**src/verilog/xmi_params.svh**
```systemverilog
/*
 * Constants for the external data-memory interface: config and timing
 * field positions, reset values and fixed access overhead.
 * Assumes inclusion by bare name from the design files.
 */
`ifndef XMI_PARAMS_SVH
`define XMI_PARAMS_SVH

`define XMI_CFG_MUX_BIT 4
`define XMI_CFG_MODE_HI 3
`define XMI_CFG_MODE_LO 2
`define XMI_CFG_ALE_HI 1
`define XMI_CFG_ALE_LO 0
`define XMI_CFG_RESET 8'h03
`define XMI_TMG_SETUP_HI 7
`define XMI_TMG_SETUP_LO 6
`define XMI_TMG_STRB_HI 5
`define XMI_TMG_STRB_LO 2
`define XMI_TMG_HOLD_HI 1
`define XMI_TMG_HOLD_LO 0
`define XMI_TMG_RESET 8'hFF
`define XMI_FIXED_CYCLES 4
`define XMI_XDATA_SPACE_BYTES 512
`define XMI_ALIAS_BYTES 4096

`endif

```
**src/verilog/xmi_pkg.sv**
```systemverilog
/*
 * Types for the external data-memory interface.
 * Assumes nothing beyond a SystemVerilog compiler.
 */
`default_nettype none
package xmi_pkg;

    typedef enum logic [1:0] {
        MAP_INTERNAL = 2'b00,
        MAP_SPLIT_NOBANK = 2'b01,
        MAP_SPLIT_BANK = 2'b10,
        MAP_EXTERNAL = 2'b11
    } xmi_map_t;

    typedef struct packed {
        logic write;
        logic wide;
        logic usePtrB;
        logic [7:0] wdata;
    } xmi_req_t;

    typedef struct packed {
        logic [7:0] addrHi;
        logic addrHiDrive;
        logic [7:0] addrLo;
        logic [7:0] dataOut;
        logic dataDrive;
        logic readStb;
        logic writeStb;
        logic latchStb;
    } xmi_pins_t;

    typedef enum logic [6:0] {
        ST_IDLE = 7'b000_0001,
        ST_ALEH = 7'b000_0010,
        ST_ALEL = 7'b000_0100,
        ST_SETUP = 7'b000_1000,
        ST_STROBE = 7'b001_0000,
        ST_HOLD = 7'b010_0000,
        ST_TAIL = 7'b100_0000
    } xmi_state_t;

endpackage
`default_nettype wire
```
**src/verilog/xmi_ext_mem_iface.sv**
```systemverilog
/*
 * External data-memory interface: steers external moves to on-chip
 * xdata space or to an off-chip memory over a multiplexed or separate
 * address/data bus with programmable setup, strobe, hold and latch widths.
 * Assumes a core that raises reqValid for one cycle per move and waits
 * for done; pin muxing and the on-chip RAM array live outside.
 */
`timescale 1ns/1ps
`default_nettype none
`include "xmi_params.svh"

module xmi_ext_mem_iface #(
    parameter int XDATA_SPACE_BYTES = `XMI_XDATA_SPACE_BYTES
) (
    input wire logic clk,
    input wire logic arst_n,
    input wire logic cfgWrite,
    input wire logic [7:0] cfgData,
    input wire logic tmgWrite,
    input wire logic [7:0] tmgData,
    input wire logic [7:0] xramPageSelect,
    input wire logic [7:0] indirectPointerA,
    input wire logic [7:0] indirectPointerB,
    input wire logic [15:0] dataPointer,
    input wire logic reqValid,
    input wire xmi_pkg::xmi_req_t req,
    output logic busy,
    output logic done,
    output logic [7:0] rdata,
    output logic [7:0] extMemConfigReg,
    output logic [7:0] extMemTimingReg,
    output logic xramEn,
    output logic xramWe,
    output logic [11:0] xramAddr,
    output logic [7:0] xramWdata,
    input wire logic [7:0] xramRdata,
    output xmi_pkg::xmi_pins_t pins,
    input wire logic [7:0] adIn,
    input wire logic [7:0] dataIn
);

    xmi_pkg::xmi_state_t state_r;
    logic [7:0] cfg_r;
    logic [7:0] tmg_r;
    logic [3:0] cnt_r;
    logic [15:0] addr_r;
    logic hiDrive_r;
    logic write_r;
    logic [7:0] wdata_r;
    logic muxed_r;
    logic onchipPend_r;
    logic [15:0] effAddr;
    logic offChip;
    logic [1:0] mapMode;
    logic [7:0] ptrLo;

    function automatic logic [3:0] width4(input logic [1:0] code);
        width4 = {2'b00, code};
    endfunction

    // cycles from launch to tail: programmed widths plus fixed overhead
    function automatic logic [6:0] acc_cycles(input logic [7:0] t,
        input logic [1:0] ale, input logic mux);
        acc_cycles = 7'(t[`XMI_TMG_SETUP_HI:`XMI_TMG_SETUP_LO]) +
            7'(t[`XMI_TMG_STRB_HI:`XMI_TMG_STRB_LO]) +
            7'(t[`XMI_TMG_HOLD_HI:`XMI_TMG_HOLD_LO]) +
            7'(`XMI_FIXED_CYCLES);
        if (mux)
            acc_cycles = acc_cycles + 7'd2 * 7'(ale) + 7'd2;
    endfunction

    assign mapMode = cfg_r[`XMI_CFG_MODE_HI:`XMI_CFG_MODE_LO];
    assign ptrLo = req.usePtrB ? indirectPointerB : indirectPointerA;
    assign extMemConfigReg = {3'b000, cfg_r[4:0]};
    assign extMemTimingReg = tmg_r;

    // effective address and on/off-chip steering
    always_comb
    begin
        effAddr = req.wide ? dataPointer : {xramPageSelect, ptrLo};
        case (mapMode)
            2'b00: offChip = 1'b0;
            2'b01, 2'b10: offChip = (effAddr >= 16'(XDATA_SPACE_BYTES));
            2'b11: offChip = 1'b1;
            default: offChip = 1'b0;
        endcase
    end

    // configuration registers
    always_ff @(posedge clk or negedge arst_n)
    begin
        if (!arst_n)
        begin
            cfg_r <= `XMI_CFG_RESET;
            tmg_r <= `XMI_TMG_RESET;
        end
        else
        begin
            if (cfgWrite)
                cfg_r <= {3'b000, cfgData[4:0]};
            if (tmgWrite)
                tmg_r <= tmgData;
        end
    end

    // on-chip access: one cycle, external pins untouched
    always_ff @(posedge clk or negedge arst_n)
    begin
        if (!arst_n)
        begin
            onchipPend_r <= 1'b0;
            xramEn <= 1'b0;
            xramWe <= 1'b0;
            xramAddr <= 12'h000;
            xramWdata <= 8'h00;
        end
        else
        begin
            xramEn <= 1'b0;
            xramWe <= 1'b0;
            onchipPend_r <= 1'b0;
            if (reqValid && !busy && !offChip)
            begin
                xramEn <= 1'b1;
                xramWe <= req.write;
                xramAddr <= effAddr[11:0];
                xramWdata <= req.wdata;
                onchipPend_r <= 1'b1;
            end
        end
    end

    // off-chip sequencer
    always_ff @(posedge clk or negedge arst_n)
    begin
        if (!arst_n)
        begin
            state_r <= xmi_pkg::ST_IDLE;
            cnt_r <= 4'h0;
            addr_r <= 16'h0000;
            hiDrive_r <= 1'b0;
            write_r <= 1'b0;
            wdata_r <= 8'h00;
            muxed_r <= 1'b0;
        end
        else
        begin
            case (state_r)
                xmi_pkg::ST_IDLE:
                begin
                    if (reqValid && offChip)
                    begin
                        addr_r <= effAddr;
                        hiDrive_r <= req.wide ||
                            (mapMode == 2'b10);
                        write_r <= req.write;
                        wdata_r <= req.wdata;
                        muxed_r <= ~cfg_r[`XMI_CFG_MUX_BIT];
                        // address launch from idle, not one of the fixed overhead cycles
                        state_r <= xmi_pkg::ST_SETUP;
                        cnt_r <= {2'b00,
                            tmg_r[`XMI_TMG_SETUP_HI:`XMI_TMG_SETUP_LO]};
                        if (!cfg_r[`XMI_CFG_MUX_BIT])
                        begin
                            state_r <= xmi_pkg::ST_ALEH;
                            cnt_r <= width4(
                                cfg_r[`XMI_CFG_ALE_HI:`XMI_CFG_ALE_LO]);
                        end
                    end
                end
                xmi_pkg::ST_ALEH:
                begin
                    cnt_r <= cnt_r - 4'h1;
                    if (cnt_r == 4'h0)
                    begin
                        state_r <= xmi_pkg::ST_ALEL;
                        cnt_r <= width4(
                            cfg_r[`XMI_CFG_ALE_HI:`XMI_CFG_ALE_LO]);
                    end
                end
                xmi_pkg::ST_ALEL:
                begin
                    cnt_r <= cnt_r - 4'h1;
                    if (cnt_r == 4'h0)
                    begin
                        state_r <= xmi_pkg::ST_SETUP;
                        cnt_r <= {2'b00,
                            tmg_r[`XMI_TMG_SETUP_HI:`XMI_TMG_SETUP_LO]};
                    end
                end
                xmi_pkg::ST_SETUP:
                begin
                    cnt_r <= cnt_r - 4'h1;
                    if (cnt_r == 4'h0)
                    begin
                        state_r <= xmi_pkg::ST_STROBE;
                        cnt_r <= tmg_r[`XMI_TMG_STRB_HI:`XMI_TMG_STRB_LO];
                    end
                end
                xmi_pkg::ST_STROBE:
                begin
                    cnt_r <= cnt_r - 4'h1;
                    if (cnt_r == 4'h0)
                    begin
                        state_r <= xmi_pkg::ST_HOLD;
                        cnt_r <= {2'b00,
                            tmg_r[`XMI_TMG_HOLD_HI:`XMI_TMG_HOLD_LO]};
                    end
                end
                xmi_pkg::ST_HOLD:
                begin
                    cnt_r <= cnt_r - 4'h1;
                    if (cnt_r == 4'h0)
                        state_r <= xmi_pkg::ST_TAIL;
                end
                xmi_pkg::ST_TAIL:
                    state_r <= xmi_pkg::ST_IDLE;
                default:
                    state_r <= xmi_pkg::ST_IDLE;
            endcase
        end
    end

    // setup/strobe/hold each spend count+1 cycles; those three extra
    // cycles plus tail make the fixed overhead of 4 (idle launch not counted)
    // read data capture on the last strobe cycle
    always_ff @(posedge clk or negedge arst_n)
    begin
        if (!arst_n)
            rdata <= 8'h00;
        else if (onchipPend_r)
            rdata <= xramRdata;
        else if (state_r == xmi_pkg::ST_STROBE && cnt_r == 4'h0 && !write_r)
            rdata <= muxed_r ? adIn : dataIn;
    end

    assign busy = (state_r != xmi_pkg::ST_IDLE);
    assign done = onchipPend_r || (state_r == xmi_pkg::ST_TAIL);

    // pin drive
    always_comb
    begin
        pins = '0;
        if (busy)
        begin
            pins.addrHi = addr_r[15:8];
            pins.addrHiDrive = hiDrive_r;
            pins.addrLo = addr_r[7:0];
            pins.latchStb = (state_r == xmi_pkg::ST_ALEH);
            pins.readStb = (state_r == xmi_pkg::ST_STROBE) && !write_r;
            pins.writeStb = (state_r == xmi_pkg::ST_STROBE) && write_r;
            pins.dataOut = wdata_r;
            // in muxed mode data takes the shared pins after latch
            pins.dataDrive = write_r && (state_r == xmi_pkg::ST_SETUP ||
                state_r == xmi_pkg::ST_STROBE || state_r == xmi_pkg::ST_HOLD);
            if (muxed_r && state_r != xmi_pkg::ST_ALEH)
                pins.addrLo = write_r ? wdata_r : addr_r[7:0];
        end
    end

    // cycle counter for access length checks
    logic [6:0] accLen;
    always_ff @(posedge clk or negedge arst_n)
    begin
        if (!arst_n)
            accLen <= 7'd0;
        else if (state_r == xmi_pkg::ST_IDLE)
            accLen <= 7'd1;
        else
            accLen <= accLen + 7'd1;
    end

    a_nomux_min_len: assert property (
        @(posedge clk) disable iff (!arst_n)
        (state_r == xmi_pkg::ST_TAIL && !muxed_r) |-> accLen >= 7'd4)
        else $error("non-multiplexed access too short");

    a_mux_min_len: assert property (
        @(posedge clk) disable iff (!arst_n)
        (state_r == xmi_pkg::ST_TAIL && muxed_r) |-> accLen >= 7'd6)
        else $error("multiplexed access too short");

    a_onchip_quiet: assert property (
        @(posedge clk) disable iff (!arst_n)
        xramEn |-> !pins.readStb && !pins.writeStb && !pins.latchStb)
        else $error("external strobe during on-chip access");

    a_internal_onchip: assert property (
        @(posedge clk) disable iff (!arst_n)
        (reqValid && !busy && mapMode == 2'b00) |=> xramEn && !busy)
        else $error("internal mode went off-chip");

    a_external_offchip: assert property (
        @(posedge clk) disable iff (!arst_n)
        (reqValid && !busy && mapMode == 2'b11) |=> busy && !xramEn)
        else $error("external mode went on-chip");

    a_ale_first: assert property (
        @(posedge clk) disable iff (!arst_n)
        $rose(busy) && muxed_r |-> pins.latchStb)
        else $error("latch strobe not first in multiplexed access");

    a_nomux_no_ale: assert property (
        @(posedge clk) disable iff (!arst_n)
        (busy && !muxed_r) |-> !pins.latchStb)
        else $error("latch strobe in non-multiplexed mode");

    a_hi_nodrive: assert property (
        @(posedge clk) disable iff (!arst_n)
        ($rose(busy) && mapMode == 2'b11 && !$past(req.wide))
            |-> !pins.addrHiDrive)
        else $error("upper address driven in external 8-bit move");

    a_done_pulse: assert property (
        @(posedge clk) disable iff (!arst_n)
        (state_r == xmi_pkg::ST_TAIL) |=> state_r == xmi_pkg::ST_IDLE)
        else $error("access tail not followed by idle");

    a_access_len: assert property (
        @(posedge clk) disable iff (!arst_n)
        (state_r == xmi_pkg::ST_TAIL) |-> accLen == acc_cycles(tmg_r,
            cfg_r[`XMI_CFG_ALE_HI:`XMI_CFG_ALE_LO], muxed_r))
        else $error("access length differs from programmed sum");

endmodule
`default_nettype wire

```
**config.mk**
```make
export PLATFORM = sky130hd
export DESIGN_NAME = xmi_ext_mem_iface
export DESIGN_NICKNAME = d
export VERILOG_FILES = /design/src/verilog/xmi_pkg.sv /design/src/verilog/xmi_ext_mem_iface.sv
export VERILOG_INCLUDE_DIRS = /design/src /design/src/verilog
export SDC_FILE = /design/constraint.sdc
export NUM_CORES = 1
export LEC_CHECK = 0
export ABC_AREA = 1
export ABC_CLOCK_PERIOD_IN_PS = 1600
export BUFFER_PORTS_ARGS = -buffer_cell sky130_fd_sc_hd__buf_4
export CORE_ASPECT_RATIO = 1.75
export CORE_UTILIZATION = 44
export DETAILED_ROUTE_END_ITERATION = 16
export PLACE_DENSITY = 0.76
export REMOVE_ABC_BUFFERS = 1
export SLEW_MARGIN = 20
export SYNTH_ARGS = -nofsm -noshare
export SYNTH_HDL_FRONTEND = slang
export SYNTH_SLANG_ARGS = --single-unit
```
**constraint.sdc**
```tcl
create_clock -name clk -period 1.6 [get_ports clk]
set_clock_uncertainty 0.15 [all_clocks]
set_input_delay 0.16 -clock clk [delete_from_list [all_inputs] [get_ports clk]]
set_output_delay 0.16 -clock clk [all_outputs]
set_load 0.02 [all_outputs]
```
Yosys cells after proc, flatten, opt, wreduce, memory -nomap -nowiden. Index checks and enable logic that the tools add are counted. W data, S select, Z words.

$add $sub $neg: 1. Eq/ne operators: 18. Multiplexer cells: 26. Bitwise operators: 1. Magnitude comparators: 1. Reduce and logical (&&, ||, !) cells: 24.

Operators with widths (count): $mux W8 (6); $mux W7 (6); $pmux W7 S6 (1); $mux W29 (1); $mux W4 (6); $pmux W4 S6 (1); $ge A16 B10 Y1 const B (1); $mux W16 (1); $ne A2 B2 Y1 const B (6); $logic_and A1 B1 Y1 (9); $eq A7 B1 Y1 const B (1); $eq A7 B2 Y1 const B (1); $eq A7 B3 Y1 const B (1); $eq A7 B4 Y1 const B (1); $eq A7 B5 Y1 const B (1); $eq A7 B6 Y1 const B (1); $eq A7 B7 Y1 const B (1); $ne A7 B1 Y1 const B (1); $ne A7 B2 Y1 const B (1); $reduce_and A6 Y1 (1); $reduce_bool A6 Y1 (1); $eq A2 B2 Y1 const B (2); $logic_not A4 Y1 (1); $logic_or A1 B1 Y1 (4); other kinds (11) (15).

Bits in registers: 81. Output and inout bits: 77.

Depth between registers and ports, before layout. Gate-level depths: netlist of the first run.

Depth after elaboration: 7. Mapped depth: 14.

Least setup slack after synthesis of the first run. No wires, ideal clock.

Kind: reg2out. Start: register state_r[4]. End: output port pins[12] in the netlist's numbering. Cell stages (with the launch flop): 9. Data arrival time: 1.701 ns. Setup slack: -0.411 ns. Path buffers: 1. Path through: dfrtp_1 -> nor2_1 -> nand2_2 -> nor2_2 -> inv_1 -> nand3_1 -> inv_2 -> buf_2 -> a21oi_1.

RTL lines: from (decl) (RTL line xmi_ext_mem_iface.sv:42) `xmi_pkg::xmi_state_t state_r;`; from (signal assigned) (RTL line xmi_ext_mem_iface.sv:138) `state_r <= xmi_pkg::ST_IDLE;`; from (signal assigned) (RTL line xmi_ext_mem_iface.sv:160) `state_r <= xmi_pkg::ST_SETUP;`; from (signal assigned) (RTL line xmi_ext_mem_iface.sv:165) `state_r <= xmi_pkg::ST_ALEH;`; to (decl) (RTL line xmi_ext_mem_iface.sv:37) `output xmi_pkg::xmi_pins_t pins,`.

==> results of run 1 <==
[stage by stage]
step | setup slack [ps] | total power, uW
6_report | -581 | 15200
5_1_grt | -611 | 15900
4_1_cts | -494 | 13800
3_5_place_dp | -239 | 9700
3_3_place_gp | -128 | 9510
2_1_floorplan | -1000 | 6770
[sequential cells by signal, summed over array words and instances (netlist names)]
register         flops
addr_r              16
xramAddr            12
extMemTimingReg      8
rdata                8
wdata_r              8
xramWdata            8
state_r              7
cfg_r                5
cnt_r                4
hiDrive_r            1
muxed_r              1
onchipPend_r         1
write_r              1
xramWe               1
[cell usage in the layout (no fill, tap or decap), types with 12 or more instances in the layout]
| cell | n |
|---|---|
| nand2_1 | 101 |
| dfrtp_1 | 70 |
| nor2_2 | 13 |
| a21oi_2 | 13 |
| buf_4 | 205 |
| o21ai_1 | 12 |
| dlygate4sd3_1 | 44 |
| nor2_4 | 18 |
| inv_1 | 61 |
| buf_6 | 36 |
| nand2_2 | 34 |
| o21ai_2 | 47 |
| nor2_1 | 18 |
| o21ai_0 | 24 |
[path summary, 6_finish.rpt]
path	startpoint	end	slack, ps	cells after the start
setup / recovery	state_r[2]	pins[3]	-580	10
hold / removal	dataPointer[4]	addr_r[4]	-7	3
setup reg to reg	state_r[0]	muxed_r	-540	11
hold reg to reg	xramAddr[0]	xramAddr[0]	340	2
max in group asynchronous	arst_n	rdata[1]	640	3
min in group asynchronous	arst_n	xramAddr[10]	120	2
[where the power goes]
group / total (uW) / internal [uW] / switching, uW
Sequential: 3540 / 2860 / 681
Combinational: 9500 / 4350 / 5150
Clock: 2200 / 1330 / 867
Total: 15200 / 8540 / 6700
[cells in the mapped netlist]
cell type	n	area share [%]
ha_1	5	1.4
dfstp_2	11	6.7
inv_4	1	0.14
o21ai_1	26	3.0
nor2_1	45	3.9
nand4_2	2	0.58
conb_1	1	0.086
nand2_2	23	3.3
mux2_2	2	0.52
o2bb2ai_1	8	1.6
inv_1	64	5.5
buf_4	6	1.0
o21ai_2	19	3.8
clkbuf_1	6	0.52
nor2_2	4	0.58
o211ai_1	2	0.35
a21oi_1	24	2.8
nor3_1	2	0.23
clkinv_1	2	0.17
o21ai_4	1	0.37
o22ai_1	3	0.43
xnor2_1	2	0.40
dfrtp_1	70	40
mux2i_1	8	1.8
nand2_1	123	11
buf_2	8	0.92
nand3_4	1	0.40
buf_6	6	1.6
nand3_1	18	2.1
o21ai_0	39	4.5
inv_2	4	0.35
[what timing repair did]
action | 4_1_cts | 5_1_grt
hold buffers | 44 | 0
gates cloned | 8 | 2
pin swaps | 16 | 29
hold endpoints to repair | 122 | 0
gates resized for setup | 131 | 88
setup buffers | 28 | 12
setup endpoints to repair | 96 | 99
[worst register-to-register path: stages, from the launching register on]
cell and delay, ps:
dfstp_2 610, buf_4 130, buf_4 110, nand4_4 110, inv_4 120, buf_6 110, nand4_4 110, buf_6 160
buf_6 110, buf_4 140, nand2_1 100, nand2_2 70
[layout make-up]
cell class	count	area [um2]
clock buffers	12	267
repair inverters	1	8.76
clock inverters	4	50.0
fillers	491	1480
well taps	122	153
multi-input cells	360	2410
repair buffers	305	2840
inverters	71	284
flip-flops and latches	81	2040
[logic make-up (layout without fill, tap and decap cells)]
family                     count (synthesis)  in the layout  synth area share, %
AOI/OAI and AO/OA                        122            122                 16.8
and+or+nand+nor                          218            218                 21.7
buffers and inverters                     97            393                 10.2
adders and majority gates                  5              5                 1.44
other                                      1              3               0.0863
DFF                                       81             81                 47.0
muxes                                     10             10                 2.36
xor gates and xnor gates                   2              2                0.403
[layer usage]
metal,up-vias,global-route usage (%),wire length (um)
li1,2300,-,-
met4,0,18.0,1060
met3,103,4.04,951
met2,288,60.6,9850
met1,2513,31.5,5980
met5,-,0,0
==> reports/results.ini, run 1 <==
[floorplanning]
dieArea_um2=10300
die_x_um=77.1
core_um2=9530
floorplan.io_pins=173
rows=47
start_util_pct=45.6
die_y_um=133

[setup_path]
cp_data_arrival_time_ps=1870
worstPathCellList=buf_4, nor2_1, nand2_2, nor2_4, inv_2, nand2_2, nor2_4, buf_6, nor2_4, buf_6
crit_type=reg -> out
crit_path_start_kind=flop
critPathMaxFanout=2
required_ps=1290
cp_slowest_cell=dfrtp_1
crit_family=simple AND/OR/NAND/NOR gates
cp.buffers_inverters=4
cpMostUsedCell=nor2_4
endpoint_kind=output pin
cp_slowest_stage_delay_ps=410

[layout]
stdcell_area_um2=8050
final_net_count=930
fin_cells=956
postLayoutCoreUtil_pct=84.5
area_growth_pct=85.2
drive_above_1_share_pct=54.4
diodes=0

[drt]
avgViaCountPerCell=5.44
vias=5204
initialDrtViolationCount=381
antenna_left=0
wl_mm=17.8
drc_errors=0
firstDrtPassIters=6
wl_per_cell_um=18.7

[yosys]
ys_warn_count=0
netlist_instances=536
synth-seq-cells=81
syn-cell-area_um2=4350
ys_types=31
seq_area_frac_synth_pct=47.0
syn_avg_cell_area_um2=8.11

[sta]
period_share_pct=136
setup_viol=99
rsz0062_at_grt=yes
hold_violations=3
setup_ws_ps=-581
period_needed_ps=2180
finalMaxSlewViolations=0
max_freq_ghz=0.459
holdWs_ps=-7.17
finalSetupTns_ps=-44100

[cts]
cts_tree=done
clkSinkCount=81
cts_buffer_depth=2
insertion_delay_ps=350
htreeDepth=3
numCtsBuffers=9
clk_pin_slew_worst_paths_ps=60
cts_root_buffer=clkbuf_16

[power]
ir_worst_vdd_mv=1.21
p_leak_uw=0.00400
p_per_area_nw_per_um2=1890

[grt]
grt_first_pass_wirelength_mm=25.2
first_global_vias=5274
antenna_found_initial=0
grt_max_degree=44
gr-total-overflow=0
grtUsageTotal_pct=31.5

[hold_path]
hold_class=in -> reg

[place]
post_dp_cell_area_um2=6030
place.gp.congestion=0.852
io_buffers=166
dp_cells=854
hpwl_mm=9.41

[job]
cap_violations=0

[outcome]
status=finished, violations left
violations=negative hold slack, negative setup slack

(Power assumes the default switching activity.)
==> run 2, diff against run 1 <==
--- a/config.mk
+++ b/config.mk
@@ -8,11 +8,11 @@
 export LEC_CHECK = 0
 export ABC_AREA = 1
 export ABC_CLOCK_PERIOD_IN_PS = 1600
-export BUFFER_PORTS_ARGS = -buffer_cell sky130_fd_sc_hd__buf_4
 export CORE_ASPECT_RATIO = 1.75
-export CORE_UTILIZATION = 44
+export CORE_UTILIZATION = 57
 export DETAILED_ROUTE_END_ITERATION = 16
-export PLACE_DENSITY = 0.76
+export DONT_BUFFER_PORTS = 1
+export PLACE_DENSITY = 0.75
 export REMOVE_ABC_BUFFERS = 1
 export SLEW_MARGIN = 20
 export SYNTH_ARGS = -nofsm -noshare
==> run 2 against run 1 <==
The run now fails in 5_1_grt. Area after synthesis unchanged. Synthesized cell count unchanged.
==> reports/results.ini, run 2 <==
[yosys]
synth_ff_type=dfrtp_1
seq_area_frac_synth_pct=47.0
synth_top_area_share_pct=40.3
synth-edff-count=0
synthTopCellsByArea=dfrtp_1 40%, nand2_1 11%, dfstp_2 6.7%
syn_avg_cell_area_um2=8.11
synth_largest_area_cell=dfrtp_1
synth-seq-cells=81
ys_warn_count=0
ys_types=31
syn-cell-area_um2=4350
netlist_instances=536
yosys-top-cells-count=123 x nand2_1, 70 x dfrtp_1, 64 x inv_1
synth.most_common_cell=nand2_1
async_reset_ff_share_pct=100

[place]
io_buffers=0
hpwl_mm=7.80
place.gp.congestion=0.907

[floorplanning]
floorplan.io_pins=173
rows=41
die_y_um=118
die_x_um=68
start_util_pct=59.7

[cts]
numCtsBuffers=9
htreeDepth=3
cts_buffer_depth=2
cts_root_buffer=clkbuf_16
clkSinkCount=81

[grt]
grtUsageTotal_pct=87.1
grt_max_degree=82
gr-total-overflow=178

[outcome]
haltStage=5_1_grt
error=[ERROR GRT-0232] Routing congestion too high. Check the congestion heatmap in the GUI.
status=stopped before the end

[sta]
worst-ep-kind=primary output
postGrtWorstEndpoint=pins[18]

[run 2: cell counts after synthesis]
No cell type changed its count.
[run 2: cell families after synthesis]
| family | count (synthesis) | synth area share, % |
|---|---|---|
| AO/OA/AOI/OAI | 122 | 16.8 |
| adder cells (fa/ha/maj) | 5 | 1.44 |
| other | 1 | 0.0863 |
| flip-flops | 81 | 47.0 |
| AND/OR/NAND/NOR | 218 | 21.7 |
| XOR/XNOR | 2 | 0.403 |
| buffers and inverters | 97 | 10.2 |
| multiplexers | 10 | 2.36 |
[run 2: per-layer routing]
layer	track usage (%)	GRT overflow
met2	101	104
met1	88.4	1
met4	94.4	73
met3	67.0	0
met5	19.1	0
[run 2: repair_timing]
action / in CTS
buffers inserted: 15
hold buffers: 60
setup endpoints to repair: 97
gates resized for setup: 125
pin swaps: 12
gates cloned: 8
endpoints found under the hold margin: 148
[run 2: metrics by stage]
stage	std cells	area, um2	worst slack, ps	TNS (ps)
global placement	663	4810	-166	-8530
CTS	762	6420	-449	-31320
floorplan	512	4180	-1000	-49330
detailed placement	663	4810	-217	-10500
==> run 3, diff against run 2 <==
--- a/config.mk
+++ b/config.mk
@@ -7,12 +7,11 @@
 export NUM_CORES = 1
 export LEC_CHECK = 0
 export ABC_AREA = 1
-export ABC_CLOCK_PERIOD_IN_PS = 1600
-export CORE_ASPECT_RATIO = 1.75
-export CORE_UTILIZATION = 57
+export ABC_CLOCK_PERIOD_IN_PS = 2100
+export CORE_UTILIZATION = 40
 export DETAILED_ROUTE_END_ITERATION = 16
 export DONT_BUFFER_PORTS = 1
-export PLACE_DENSITY = 0.75
+export PLACE_DENSITY_LB_ADDON = 0.15
 export REMOVE_ABC_BUFFERS = 1
 export SLEW_MARGIN = 20
 export SYNTH_ARGS = -nofsm -noshare
==> constraint.sdc (replaced) <==
create_clock -name clk -period 2.1 [get_ports clk]
set_clock_uncertainty 0.15 [all_clocks]
set_input_delay 0.21 -clock clk [delete_from_list [all_inputs] [get_ports clk]]
set_output_delay 0.21 -clock clk [all_outputs]
set_load 0.02 [all_outputs]
==> run 3 against run 2 <==
The flow now finishes, with violations (negative hold slack, negative setup slack).
==> reports/results.ini, run 3 (synthesized netlist as in run 1, its figures left out) <==
[setup_path]
endpoint_kind=output pin
rrSetupSlack_ps=180
critPathMaxFanout=12
crit_type=reg -> out
required_ps=1740
crit_path_start_kind=flop
cp_data_arrival_time_ps=1830
reg2reg_depth=12
r2r_end=state_r[4]
r2r_start=state_r[5]

[cts]
cts_buffer_depth=2
cts_tree=done
cts_root_buffer=clkbuf_8
hold_buffers=65
clk_pin_slew_worst_paths_ps=80
clkSinkCount=81
htreeDepth=3
insertion_delay_ps=360
numCtsBuffers=9

[layout]
drive_above_1_share_pct=22.9
seq_area_um2=2040
largestRegisters=addr_r: 16 flops, xramAddr: 12 flops
nFillCells=956
largest_register_ffs=16
final_net_count=733
area_growth_pct=33.8
multi_input_area_um2=1980
fin_cells=773
layout_common_cells=120 x nand2_1, 70 x dfrtp_1, 64 x dlygate4sd3_1
final_common_cell=nand2_1
largest-register=addr_r
diodes=0

[power]
ir_worst_vdd_mv=0.702
p_leak_uw=0.00278
power.total_uw=8340
p_per_area_nw_per_um2=1440

[job]
cap_violations=0

[place]
preCtsSetupSlack_ps=171
io_buffers=0
hpwl_mm=7.61
dp_cells=673
place.gp.congestion=0.793

[grt]
grt_first_pass_wirelength_mm=18.3
grt_max_degree=82
first_global_vias=3738
grtUsageTotal_pct=21.1
antenna_found_initial=0
gr-total-overflow=0

[sta]
setup_viol=21
max_freq_ghz=0.457
setup_ws_ps=-89.5
period_share_pct=104
hold_violations=81
period_needed_ps=2190
finalMaxSlewViolations=0
holdWs_ps=-607
rsz0062_at_grt=yes

[drt]
drc_errors=0
firstDrtPassIters=4
wl_per_cell_um=14.9
wl_mm=11.5
avgViaCountPerCell=4.91
initialDrtViolationCount=168
vias=3794
antenna_left=0

[floorplanning]
dieArea_um2=11300
die_x_um=106
floorplan.io_pins=173
die_y_um=106
start_util_pct=41.7
core_um2=10400
rows=37

[outcome]
violations=negative hold slack, negative setup slack
status=finished, violations left

[hold_path]
hold_class=in -> async

==> run 3: area by class of cell <==
cell class                      instances  area share [%]
Sequential cell                        81            35.1
Timing Repair inverter                  1           0.129
Clock inverter                          5            2.15
Inverter                               71            4.71
Tap cell                              136            2.93
Multi-Input combinational cell        360            34.0
Timing Repair Buffer                  108            18.4
Clock buffer                           11            2.60
==> run 3: worst max-delay path by stage <==
| stage | from | end | slack, ps | depth (start not counted) |
|---|---|---|---|---|
| floorplan | state_r[4] | addr_r[0] | -500 | 8 |
| global placement | state_r[4] | pins[16] | 210 | 9 |
| detailed placement | state_r[5] | xramAddr[0] | 170 | 9 |
| CTS | state_r[2] | pins[13] | -90 | 9 |
| global route | state_r[1] | pins[19] | -160 | 10 |
| finish | state_r[3] | pins[16] | -90 | 7 |
==> run 3: through the flow <==
step           cell area [um2]  setup TNS (ps)  util (%)  hold WS (ps)
3_5_place_dp              4570               0      43.9          -234
2_1_floorplan             4180          -16850         -          -236
5_1_grt                   5810           -2610      55.8          -628
6_report                  5810            -785      55.8          -607
3_3_place_gp              4570               0      43.9          -233
4_1_cts                   5700            -672      54.8          -630
==> run 3: metal layers <==
metal | vias to the layer above | part of all wire (%) | global-route usage, %
met5 | - | 0 | 0
li1 | 1897 | - | -
met3 | 14 | 5.6 | 4.78
met2 | 118 | 51 | 37.5
met4 | 0 | 1.4 | 7.94
met1 | 1765 | 42 | 24.5
==> run 3: power by group <==
part / total, uW / switching [uW] / leakage (uW) / internal, uW
sequential: 2980 / 810 / 0.000984 / 2170
clock: 1550 / 576 / 0.000140 / 973
combinational: 3810 / 2310 / 0.00166 / 1500
total: 8340 / 3690 / 0.00278 / 4650
==> run 3: what timing repair did <==
item / CTS / global route
cloned: 1 / 0
pin swaps: 14 / 7
setup endpoints to repair: 22 / 75
gates resized for setup: 33 / 12
endpoints found under the hold margin: 149 / 81
setup buffers: 10 / 8
==> run 3: critical path, cell delays in order (launching register included) <==
cell and delay (ps):
dfrtp_1 410, nor2_4 160, buf_12 120, nand4_2 160
buf_4 250, o21ai_1 150, a21oi_2 40, buf_4 160
